$ cat src/hw/twi_pkg.sv
// Shared constants and types for the two-wire serial master
package twi_pkg;

  ////////////////////////////////////////////////////////////////////////////
  // Timing
  localparam int CLK_NS      = 4;
  localparam int STD_BIT_NS  = 10000;
  localparam int FAST_BIT_NS = 2500;
  localparam int QTR_W       = 12;
  // Each bit is four quarters; a least time, so round up
  localparam int QTR_STD_CYC  = (STD_BIT_NS + 4 * CLK_NS - 1) / (4 * CLK_NS);
  localparam int QTR_FAST_CYC = (FAST_BIT_NS + 4 * CLK_NS - 1) / (4 * CLK_NS);

  ////////////////////////////////////////////////////////////////////////////
  // Bit phases and byte framing
  localparam logic [1:0] Q_FIRST  = 2'h0;
  localparam logic [1:0] Q_SAMPLE = 2'h2;
  localparam logic [1:0] Q_LAST   = 2'h3;
  localparam logic [2:0] BIT_LAST = 3'h7;
  localparam logic [7:0] RX_IDLE  = 8'hff;

  ////////////////////////////////////////////////////////////////////////////
  // Reset values
  localparam logic SCL_RST      = 1'b1;
  localparam logic SDA_OE_RST   = 1'b0;
  localparam logic BUS_FREE_RST = 1'b1;
  localparam logic SYNC_RST     = 1'b1;

  ////////////////////////////////////////////////////////////////////////////
  // Commands and states
  typedef enum logic [1:0] {
    CMD_START = 2'h0,
    CMD_WRITE = 2'h1,
    CMD_READ  = 2'h2,
    CMD_STOP  = 2'h3
  } cmd_t;

  typedef enum logic [2:0] {
    ST_IDLE  = 3'h0,
    ST_START = 3'h1,
    ST_BITS  = 3'h3,
    ST_ACK   = 3'h2,
    ST_STOP  = 3'h6
  } state_t;

endpackage

$ cat src/hw/twi_sync2.sv
// Two-flop synchroniser for the serial data pin
`timescale 1ns/1ps
module twi_sync2 (
  // Clock and reset
  input  logic i_ref_clk,
  input  logic i_sys_rst,
  // Pin and synchronised level
  input  logic i_async,
  output logic o_sync
);
  import twi_pkg::*;

  logic meta_r;
  logic sync_r;

  // Only the second flop reads the first
  always_ff @(posedge i_ref_clk) begin
    if (i_sys_rst) begin
      meta_r <= SYNC_RST;
      sync_r <= SYNC_RST;
    end else begin
      meta_r <= i_async;
      sync_r <= meta_r;
    end
  end

  assign o_sync = sync_r;

endmodule

$ cat src/hw/twi_quarter_div.sv
// Quarter-bit tick divider with selectable bit rate
`timescale 1ns/1ps
module twi_quarter_div #(
  parameter int QTR_STD  = twi_pkg::QTR_STD_CYC,
  parameter int QTR_FAST = twi_pkg::QTR_FAST_CYC
) (
  // Clock and reset
  input  logic i_ref_clk,
  input  logic i_sys_rst,
  // Control
  input  logic i_restart,
  input  logic i_fast,
  // Tick
  output logic o_tick
);
  import twi_pkg::*;

  logic [QTR_W-1:0] cnt_r;
  logic [QTR_W-1:0] cnt_nxt;
  logic [QTR_W-1:0] lim_w;

  ////////////////////////////////////////////////////////////////////////////
  // Rate select and count
  assign lim_w   = i_fast ? QTR_W'(QTR_FAST - 1) : QTR_W'(QTR_STD - 1);
  assign o_tick  = !i_restart && (cnt_r == lim_w);
  assign cnt_nxt = (i_restart || o_tick) ? '0 : cnt_r + QTR_W'(1);

  always_ff @(posedge i_ref_clk) begin
    if (i_sys_rst) begin
      cnt_r <= '0;
    end else begin
      cnt_r <= cnt_nxt;
    end
  end
endmodule

$ cat src/hw/twi_master.sv
// Master-only two-wire serial interface engine
// Operation
// - Runs standard or fast bit rate
// - Single master, no arbitration or stretching
// - Clock line is output only
// - Data line is open drain
// - Bytes go MSB first, one bit per clock
// - Receiver acknowledges in following clock period
// - Data changes only while clock is low
// - Start: data falls while clock high
// - Stop: data rises while clock high
// - Master acknowledges by pulling data low
// - Master not taking byte leaves data undriven
// - Write opens with address, direction zero
// - Memory address then data, stop ends
// - Read uses repeated start, direction one
// - Last read byte gets nack then stop
// - Acknowledge all read bytes except last
`timescale 1ns/1ps
module twi_master #(
  parameter int QTR_STD  = twi_pkg::QTR_STD_CYC,
  parameter int QTR_FAST = twi_pkg::QTR_FAST_CYC
) (
  // Clock and reset
  input  logic              i_ref_clk,
  input  logic              i_sys_rst,
  // Configuration
  input  logic              i_fast,
  // Command
  input  logic              i_cmd_valid,
  input  twi_pkg::cmd_t     i_cmd_code,
  input  logic [7:0]        i_cmd_wdata,
  input  logic              i_cmd_nack,
  output logic              o_cmd_ready,
  // Response
  output logic              o_rsp_valid,
  output logic [7:0]        o_rsp_data,
  output logic              o_rsp_nack,
  // Status
  output logic              o_bus_free,
  // Serial pins
  output logic              o_scl,
  output logic              o_sda_o,
  output logic              o_sda_oe,
  input  logic              i_sda_i
);
  import twi_pkg::*;

  state_t     st_r;
  state_t     st_nxt;
  state_t     lag_st_r;
  logic [1:0] q_r;
  logic [2:0] bit_r;
  logic [7:0] sh_r;
  logic       rx_r;
  logic       is_read_r;
  logic       nack_r;
  logic       bus_free_r;
  logic       fast_r;
  logic       scl_r;
  logic       oe_r;
  logic       rsp_valid_r;
  logic [7:0] rsp_data_r;
  logic       rsp_nack_r;

  logic       tick;
  logic       sda_s;
  logic       accept;
  logic       q_end;
  logic       sample;
  logic       in_idle;
  logic       in_start;
  logic       in_bits;
  logic       in_ack;
  logic       in_stop;
  logic       scl_start_stop;
  logic       scl_data;
  logic       scl_want;
  logic       oe_start;
  logic       oe_stop;
  logic       oe_bits;
  logic       oe_ack;
  logic       oe_want;
  logic       byte_done;

  ////////////////////////////////////////////////////////////////////////////
  // Submodules
  twi_quarter_div #(
    .QTR_STD  (QTR_STD),
    .QTR_FAST (QTR_FAST)
  ) u_div (
    .i_ref_clk (i_ref_clk),
    .i_sys_rst (i_sys_rst),
    .i_restart (in_idle),
    .i_fast    (fast_r),
    .o_tick    (tick)
  );

  twi_sync2 u_sync (
    .i_ref_clk (i_ref_clk),
    .i_sys_rst (i_sys_rst),
    .i_async   (i_sda_i),
    .o_sync    (sda_s)
  );

  ////////////////////////////////////////////////////////////////////////////
  // Decode
  assign in_idle   = (st_r == ST_IDLE);
  assign in_start  = (st_r == ST_START);
  assign in_bits   = (st_r == ST_BITS);
  assign in_ack    = (st_r == ST_ACK);
  assign in_stop   = (st_r == ST_STOP);
  assign accept    = i_cmd_valid && in_idle;
  assign q_end     = tick && (q_r == Q_LAST);
  assign sample    = tick && (q_r == Q_SAMPLE);
  assign byte_done = in_bits && q_end && (bit_r == BIT_LAST);

  ////////////////////////////////////////////////////////////////////////////
  // Line levels per quarter
  // Start and stop hold the clock high from the second quarter on
  assign scl_start_stop = (q_r != Q_FIRST);
  // Data bits: low, high, high (sample), low
  assign scl_data       = (q_r == 2'h1) || (q_r == Q_SAMPLE);
  // Clock is never read back, so a slave cannot stretch or contest it
  assign scl_want       = in_idle ? bus_free_r :
                          (in_start || in_stop) ? scl_start_stop : scl_data;

  // Released in the first half, pulled low while the clock is high
  assign oe_start = q_r[1];
  // Pulled low in the first half, released while the clock is high
  assign oe_stop  = !q_r[1];
  // Read bytes leave the line to the slave
  assign oe_bits  = !is_read_r && !sh_r[7];
  // On write the slave answers; on read we pull low unless refusing
  assign oe_ack   = is_read_r && !nack_r;
  // Idle keeps the line as left, so data never moves as the clock falls after a start
  assign oe_want  = in_start ? oe_start :
                    in_stop  ? oe_stop  :
                    in_bits  ? oe_bits  :
                    in_ack   ? oe_ack   : oe_r;

  ////////////////////////////////////////////////////////////////////////////
  // Sequencer
  always_comb begin
    st_nxt = st_r;
    case (st_r)
      ST_IDLE: begin
        if (i_cmd_valid) begin
          case (i_cmd_code)
            CMD_START: st_nxt = ST_START;
            // Address, memory address and data bytes all go out this way
            CMD_WRITE: st_nxt = ST_BITS;
            CMD_READ:  st_nxt = ST_BITS;
            CMD_STOP:  st_nxt = ST_STOP;
            default:   st_nxt = ST_IDLE;
          endcase
        end
      end
      ST_START: begin
        if (q_end) begin
          st_nxt = ST_IDLE;
        end
      end
      ST_BITS: begin
        if (byte_done) begin
          st_nxt = ST_ACK;
        end
      end
      ST_ACK: begin
        if (q_end) begin
          st_nxt = ST_IDLE;
        end
      end
      ST_STOP: begin
        if (q_end) begin
          st_nxt = ST_IDLE;
        end
      end
      default: st_nxt = ST_IDLE;
    endcase
  end

  always_ff @(posedge i_ref_clk) begin
    if (i_sys_rst) begin
      st_r     <= ST_IDLE;
      lag_st_r <= ST_IDLE;
    end else begin
      st_r     <= st_nxt;
      lag_st_r <= st_r;
    end
  end

  ////////////////////////////////////////////////////////////////////////////
  // Quarter and bit counters
  always_ff @(posedge i_ref_clk) begin
    if (i_sys_rst || in_idle) begin
      q_r <= Q_FIRST;
    end else if (tick) begin
      q_r <= q_r + 2'h1;
    end
  end

  always_ff @(posedge i_ref_clk) begin
    if (i_sys_rst || accept) begin
      bit_r <= 3'h0;
    end else if (in_bits && q_end) begin
      bit_r <= bit_r + 3'h1;
    end
  end

  ////////////////////////////////////////////////////////////////////////////
  // Shift register and captured line
  // One register serves both directions: it shifts left at each bit end
  always_ff @(posedge i_ref_clk) begin
    if (i_sys_rst) begin
      sh_r <= RX_IDLE;
    end else if (accept) begin
      sh_r <= (i_cmd_code == CMD_READ) ? RX_IDLE : i_cmd_wdata;
    end else if (in_bits && q_end) begin
      sh_r <= {sh_r[6:0], rx_r};
    end
  end

  // Sampled at the end of the high phase, well after the synchroniser delay settles
  always_ff @(posedge i_ref_clk) begin
    if (i_sys_rst) begin
      rx_r <= 1'b1;
    end else if (sample) begin
      rx_r <= sda_s;
    end
  end

  ////////////////////////////////////////////////////////////////////////////
  // Per-command settings
  always_ff @(posedge i_ref_clk) begin
    if (i_sys_rst) begin
      is_read_r <= 1'b0;
      nack_r    <= 1'b0;
      fast_r    <= 1'b0;
    end else if (accept) begin
      is_read_r <= (i_cmd_code == CMD_READ);
      nack_r    <= i_cmd_nack;
      fast_r    <= i_fast;
    end
  end

  always_ff @(posedge i_ref_clk) begin
    if (i_sys_rst) begin
      bus_free_r <= BUS_FREE_RST;
    end else if (in_start && q_end) begin
      bus_free_r <= 1'b0;
    end else if (in_stop && q_end) begin
      bus_free_r <= 1'b1;
    end
  end

  ////////////////////////////////////////////////////////////////////////////
  // Response
  always_ff @(posedge i_ref_clk) begin
    if (i_sys_rst) begin
      rsp_valid_r <= 1'b0;
      rsp_data_r  <= 8'h00;
      rsp_nack_r  <= 1'b0;
    end else begin
      rsp_valid_r <= in_ack && q_end;
      if (in_ack && q_end) begin
        rsp_data_r <= sh_r;
        rsp_nack_r <= is_read_r ? nack_r : rx_r;
      end
    end
  end

  ////////////////////////////////////////////////////////////////////////////
  // Pins
  // Outputs are registered so both lines move on the same edge
  always_ff @(posedge i_ref_clk) begin
    if (i_sys_rst) begin
      scl_r <= SCL_RST;
      oe_r  <= SDA_OE_RST;
    end else begin
      scl_r <= scl_want;
      oe_r  <= oe_want;
    end
  end

  assign o_scl       = scl_r;
  assign o_sda_o     = 1'b0;
  assign o_sda_oe    = oe_r;
  assign o_cmd_ready = in_idle;
  assign o_rsp_valid = rsp_valid_r;
  assign o_rsp_data  = rsp_data_r;
  assign o_rsp_nack  = rsp_nack_r;
  assign o_bus_free  = bus_free_r;
endmodule

$ cat config.mk
export PLATFORM = sky130hd
export DESIGN_NAME = twi_master
export DESIGN_NICKNAME = d
export VERILOG_FILES = /design/src/hw/twi_pkg.sv /design/src/hw/twi_sync2.sv /design/src/hw/twi_quarter_div.sv /design/src/hw/twi_master.sv
export SDC_FILE = /design/constraint.sdc
export NUM_CORES = 1
export LEC_CHECK = 0
export BUFFER_PORTS_ARGS = -buffer_cell sky130_fd_sc_hd__buf_2
export CAP_MARGIN = 30
export CELL_PAD_IN_SITES_DETAIL_PLACEMENT = 1
export CELL_PAD_IN_SITES_GLOBAL_PLACEMENT = 1
export CORE_MARGIN = 4
export CORE_UTILIZATION = 46
export CTS_CLUSTER_DIAMETER = 100
export DETAILED_ROUTE_END_ITERATION = 16
export PLACE_DENSITY_LB_ADDON = 0.1
export SLEW_MARGIN = 10
export SYNTH_ARGS = -nofsm -noshare
export SYNTH_HDL_FRONTEND = slang
export SYNTH_HIERARCHICAL = 1
export SYNTH_SLANG_ARGS = --single-unit
export TNS_END_PERCENT = 100
$ cat constraint.sdc
create_clock -name i_ref_clk -period 5.9 [get_ports i_ref_clk]
set_clock_uncertainty 0.1 [all_clocks]
set_input_delay 0.59 -clock i_ref_clk [delete_from_list [all_inputs] [get_ports i_ref_clk]]
set_output_delay 0.59 -clock i_ref_clk [all_outputs]
set_load 0.01 [all_outputs]
==> results.sh, run 1 <==
export IMPL_outcome="finished, final reports clean"
export IMPL_p_int_w=0.000459
export IMPL_cts_root_buffer="clkbuf_8"
export IMPL_reg2regPathDepth=6
export IMPL_holdBufCountCts=0
export IMPL_start_util=0.478
export IMPL_final_area_um2=2510
export IMPL_antenna_cells=0
export IMPL_antenna_left=0
export IMPL_netlist_instances=257
export IMPL_grt_overflow_total=0
export IMPL_clk_pin_slew_ns=0.09
export IMPL_setup_slack_ns=3.04
export IMPL_p_total_w=0.000634
export IMPL_cp_start_kind="register"
export IMPL_r2r_slack_ns=3.04
export IMPL_register_area_um2=941
export IMPL_grt_pass1_wl_mm=9.63
export IMPL_r2r_end="sh_r[1]"
export IMPL_synth_edf_count=0
export IMPL_finalCriticalPeriod_ns=2.86
export IMPL_cp_num_buf_inv=1
export IMPL_insertion_delay_ns=0.30
export IMPL_totalWireLength_mm=5.57
export IMPL_cts_resized=0
export IMPL_relSlewSlack=0.426
export IMPL_critPathMaxFanout=21
export IMPL_area_delta_synth_final_pct=9.62
export IMPL_clockBufferDepth=2
export IMPL_drv_cap=0
export IMPL_hpwlAfterDp_mm=3.97
export IMPL_drt_iter0_markers=59
export IMPL_seqPwrFrac=0.555
export IMPL_timing_fmax_ghz=0.350
export IMPL_pwr_share_comb=0.122
export IMPL_final_setup_viol_count=0
export IMPL_cts_tree="built"
export IMPL_slowest_stage="dfxtp_1"
export IMPL_place_area_um2=2410
export IMPL_grt_pass1_vias=1992
export IMPL_netlist_area_um2=2290
export IMPL_synth_area_leader_cell="dfxtp_1"
export IMPL_whs_endpoint="u_sync/o_sync"
export IMPL_via_per_inst=5.69
export IMPL_vdd_drop_max_uv=125
export IMPL_r2r_start="st_r[2]"
export IMPL_num_rows=25
export IMPL_min_from="u_sync/meta_r"
export IMPL_finalCritPeriodShare=0.484
export IMPL_drive_gt1_frac=0.175
export IMPL_numCtsBuffers=5
export IMPL_ys_top_cells_by_area="dfxtp_1, a21oi_1, nand3_1"
export IMPL_grt_usage=0.197
export IMPL_synth_nets=280
export IMPL_antenna_found_initial=0
export IMPL_clkSinkCount=47
export IMPL_die_x_um=78.5
export IMPL_nets=297
export IMPL_synth_top_area_share=0.411
export IMPL_h_tree_depth=2
export IMPL_worst_hold_slack_ns=0.315
export IMPL_post_cts_setup_buffers=0
export IMPL_tightest_slew_ns=0.856
export IMPL_drtPass1Iterations=4
export IMPL_place_ws_ns=3.02
export IMPL_worstPathArrival_ns=2.95
export IMPL_io_buffers=29
export IMPL_avgSynthCellArea_um2=8.90
export IMPL_cpPeakStageDelay_ns=0.81
export IMPL_leakage_nw=0.891
export IMPL_wl_per_cell_um=16.3
export IMPL_p_sw_w=0.000175
export IMPL_dieArea_um2=6170
export IMPL_synth_cell_types=43
export IMPL_hold_viol=0
export IMPL_core_area_um2=4790
export IMPL_crit_chain="nor3_1 -> nor4_2 -> buf_4 -> and4b_1 -> a21oi_1 -> o311ai_1"
export IMPL_worst_setup_path_type="reg2reg"
export IMPL_io_pin_count=31
export IMPL_crit_required_ns=6.00
export IMPL_grt_start_max_net_pins=34
export IMPL_yosysWarnings=6
export IMPL_power_density_nw_per_um2=253
export IMPL_worstHoldPathType="reg2reg"
export IMPL_gp_congestion=0.750
export IMPL_dr_total_vias=1947
export IMPL_holdPathStages=1
export IMPL_drc=0
export IMPL_p_sw_frac=0.277
export IMPL_p_clk_frac=0.323
export IMPL_slew_viol_final=0
export IMPL_rsz0062_at_grt="no"
export IMPL_ys_ff_latch=47
export IMPL_fillCellCount=592
export IMPL_cp_end_kind="register"
export IMPL_async_reset_ff_frac=0
export IMPL_crit_family="simple AND/OR/NAND/NOR gates"
export IMPL_die_h_um=78.5
export IMPL_synth_top_flop_cell="dfxtp_1"
export IMPL_tns_ns=0
export IMPL_multiInputGateArea_um2=1210
export IMPL_yosysSeqAreaShare=0.411
[per-layer routing]
metal	vias to the layer above	track usage	routed length [um]
met1	936	0.253	2560
met3	11	0.0436	220
met4	0	0.0717	128
met5	-	0	0
li1	965	-	-
met2	35	0.321	2670
[synth_stat cells, drive strengths merged, types with 4 or more instances]
cell and n:
dfxtp 47, o21ai 17, nor4 7, buf 10, nor2 17, nand2 16, nor3 7, a311oi 6
clkbuf 10, ha 7, a21oi 24, nand3 20, inv 8, nor3b 4, o2bb2ai 5, xor2 8
[how the worst max path moves through the flow]
stage,slack (ns),from,cells past startpoint,endpoint
finish,3.04,st_r[2],6,sh_r[1]
global route,2.79,st_r[2],6,sh_r[7]
CTS,3.03,st_r[2],6,sh_r[1]
detailed placement,3.02,st_r[2],6,sh_r[1]
global placement,3.22,st_r[2],6,sh_r[1]
floorplan,3.47,st_r[1],8,sh_r[0]
[power groups by stage]
stage,sequential (W),combinational [W],clock [W]
after floorplan,0.000348,0.0000708,0
after global placement,0.000359,0.0000759,0
after detailed placement,0.000359,0.0000780,0
after CTS,0.000351,0.0000783,0.000213
after global routing,0.000355,0.0000876,0.000229
final,0.000352,0.0000774,0.000205
[flip-flops by register name (all words and copies together), names as in the netlist]
register and cells:
st_r 3, o_rsp_nack 1, nack_r 1, u_div/cnt_r 12, is_read_r 1, o_sda_oe 1, u_sync/o_sync 1, rx_r 1
bit_r 3, u_sync/meta_r 1, o_rsp_data 8, o_scl 1, fast_r 1, o_bus_free 1, q_r 2, o_rsp_valid 1
sh_r 8
[layout make-up]
cell class	instances	share of cell area
clock buffers	7	0.0344
clock inverters	1	0.00349
inverters	8	0.0120
multi-input cells	182	0.481
flip-flops and latches	47	0.375
well taps	67	0.0334
repair buffers	30	0.0608
[cell families after synthesis]
logic type / synth area share
adders and majority gates: 0.0383
DFF: 0.411
AOI/OAI and AO/OA: 0.169
buffers and inverters: 0.0645
and+or+nand+nor: 0.260
other: 0.00164
xor gates and xnor gates: 0.0421
muxes: 0.0131
[layout by cell type (no fill, tap or decap), drive strengths merged, types with 4 or more instances in the layout]
| cell | n |
|---|---|
| dfxtp | 47 |
| buf | 30 |
| a21oi | 24 |
| nand3 | 20 |
| nor2 | 17 |
| o21ai | 17 |
| nand2 | 16 |
| inv | 8 |
| xor2 | 8 |
| nor3 | 7 |
| ha | 7 |
| clkbuf | 7 |
| nor4 | 7 |
| a311oi | 6 |
| o2bb2ai | 5 |
| nor3b | 4 |
[through the flow]
step | utilization | cells
2_1_floorplan | - | 257
3_3_place_gp | 0.504 | 334
3_5_place_dp | 0.504 | 334
4_1_cts | 0.524 | 342
5_1_grt | 0.524 | 342
6_report | 0.524 | 342
No activity file was read; power rests on OpenSTA's default activity.
==> run 2, diff against run 1 <==
--- a/config.mk
+++ b/config.mk
@@ -10,7 +10,7 @@
 export CELL_PAD_IN_SITES_DETAIL_PLACEMENT = 1
 export CELL_PAD_IN_SITES_GLOBAL_PLACEMENT = 1
 export CORE_MARGIN = 4
-export CORE_UTILIZATION = 46
+export CORE_UTILIZATION = 39
 export CTS_CLUSTER_DIAMETER = 100
 export DETAILED_ROUTE_END_ITERATION = 16
 export PLACE_DENSITY_LB_ADDON = 0.1
==> constraint.sdc (replaced) <==
create_clock -name i_ref_clk -period 2.3 [get_ports i_ref_clk]
set_clock_uncertainty 0.1 [all_clocks]
set_input_delay 0.23 -clock i_ref_clk [delete_from_list [all_inputs] [get_ports i_ref_clk]]
set_output_delay 0.23 -clock i_ref_clk [all_outputs]
set_load 0.01 [all_outputs]
==> results.sh, run 2 (same netlist as run 1, synthesis figures left out) <==
export IMPL_clk_pin_slew_ns=0.10
export IMPL_drtPass1Iterations=4
export IMPL_regMostFlops="u_div/cnt_r"
export IMPL_cts_root_buffer="clkbuf_8"
export IMPL_cts_tree="built"
export IMPL_numCtsBuffers=5
export IMPL_wl_per_cell_um=16.8
export IMPL_fin_util=0.487
export IMPL_tightest_slew_ns=0.867
export IMPL_layout_common_cells="dfxtp_1, buf_2, a21oi_1, buf_4, nand3_1"
export IMPL_grt_pass1_vias=2096
export IMPL_drc=0
export IMPL_tns_ns=0
export IMPL_grt_pass1_wl_mm=10.4
export IMPL_min_from="i_sda_i"
export IMPL_die_x_um=84.6
export IMPL_hold_viol=0
export IMPL_area_delta_synth_final_pct=19.3
export IMPL_timing_fmax_ghz=0.462
export IMPL_worst_setup_path_type="reg2reg"
export IMPL_place_ws_ns=0.0426
export IMPL_slew_viol_final=0
export IMPL_drv_cap=0
export IMPL_die_h_um=84.6
export IMPL_antenna_left=0
export IMPL_nets=319
export IMPL_cp_end_kind="register"
export IMPL_clockBufferDepth=2
export IMPL_holdBufCountCts=0
export IMPL_vdd_drop_max_uv=453
export IMPL_final_setup_viol_count=0
export IMPL_dr_total_vias=2043
export IMPL_drive_gt1_frac=0.253
export IMPL_fillCellCount=694
export IMPL_finalCriticalPeriod_ns=2.16
export IMPL_finalCritPeriodShare=0.941
export IMPL_p_total_w=0.00187
export IMPL_grt_start_max_net_pins=34
export IMPL_power_density_nw_per_um2=685
export IMPL_core_area_um2=5610
export IMPL_largest_reg_flops=12
export IMPL_cp_start_kind="register"
export IMPL_crit_required_ns=2.43
export IMPL_totalWireLength_mm=6.20
export IMPL_setup_slack_ns=0.137
export IMPL_worst_hold_slack_ns=0.00796
export IMPL_via_per_inst=5.54
export IMPL_rsz0062_at_grt="no"
export IMPL_critPathMaxFanout=8
export IMPL_outcome="finished, final reports clean"
export IMPL_worstPathArrival_ns=2.30
export IMPL_grt_usage=0.178
export IMPL_dieArea_um2=7160
export IMPL_start_util=0.408
export IMPL_gp_congestion=0.760
export IMPL_layout_commonest_cell="dfxtp_1"
export IMPL_antenna_found_initial=0
export IMPL_io_buffers=29
export IMPL_num_rows=27
export IMPL_worstHoldPathType="in2reg"
export IMPL_antenna_cells=0
export IMPL_clkSinkCount=47
export IMPL_insertion_delay_ns=0.30
export IMPL_hpwlAfterDp_mm=4.28
export IMPL_leakage_nw=1.02
export IMPL_relSlewSlack=0.421
export IMPL_r2r_start="u_div/cnt_r[6]"
export IMPL_grt_overflow_total=0
export IMPL_critPathLaunch="u_div/cnt_r[6]"
export IMPL_drt_iter0_markers=93
export IMPL_h_tree_depth=2
export IMPL_io_pin_count=31
## run 2: through the flow
stage | std cells | instance area, um2
after detailed placement | 356 | 2550
final | 369 | 2730
after global routing | 369 | 2730
after global placement | 356 | 2550
after floorplan | 257 | 2290
after CTS | 364 | 2690
## run 2: power breakdown
group / switching [W] / internal [W]
Sequential: 0.0000303 / 0.000850
Clock: 0.000302 / 0.000434
Combinational: 0.000148 / 0.000105
Total: 0.000481 / 0.00139
## run 2: path summary, 6_finish.rpt
check | endpoint | slack (ns) | cells after the start
max | st_r[2] | 0.14 | 9
min | u_sync/meta_r | 0.008 | 2
max reg2reg | st_r[2] | 0.14 | 9
min reg2reg | u_sync/o_sync | 0.31 | 1
## run 2: timing repair
item | 4_1_cts | 5_1_grt
buffers inserted | 0 | 5
endpoints found under the setup margin | 0 | 16
gates resized for setup | 0 | 3
hold endpoints to repair | 0 | 0
## run 2: per-layer routing
metal / vias up / GRT usage / wire [um]
li1: 1007 / - / -
met1: 1003 / 0.231 / 2890
met2: 29 / 0.305 / 3030
met3: 4 / 0.0393 / 237
met4: 0 / 0.0345 / 41
met5: - / 0 / 0
## run 2: critical path: stages (launching register included)
cell and delay, ns:
dfxtp_2 0.37, and4bb_2 0.23, mux2i_1 0.23, nor4_2 0.08, buf_4 0.17, buf_4 0.13
buf_4 0.12, nand2_1 0.07, or3b_2 0.45, a21oi_1 0.12
## run 2: cell type report
cell class | count | area [um2] | share of cell area
clock inverters | 3 | 67.6 | 0.0247
clock buffers | 5 | 68.8 | 0.0252
repair buffers | 52 | 318 | 0.116
inverters | 8 | 30.0 | 0.0110
well taps | 72 | 90.1 | 0.0330
multi-input cells | 182 | 1210 | 0.444
flip-flops and latches | 47 | 943 | 0.346
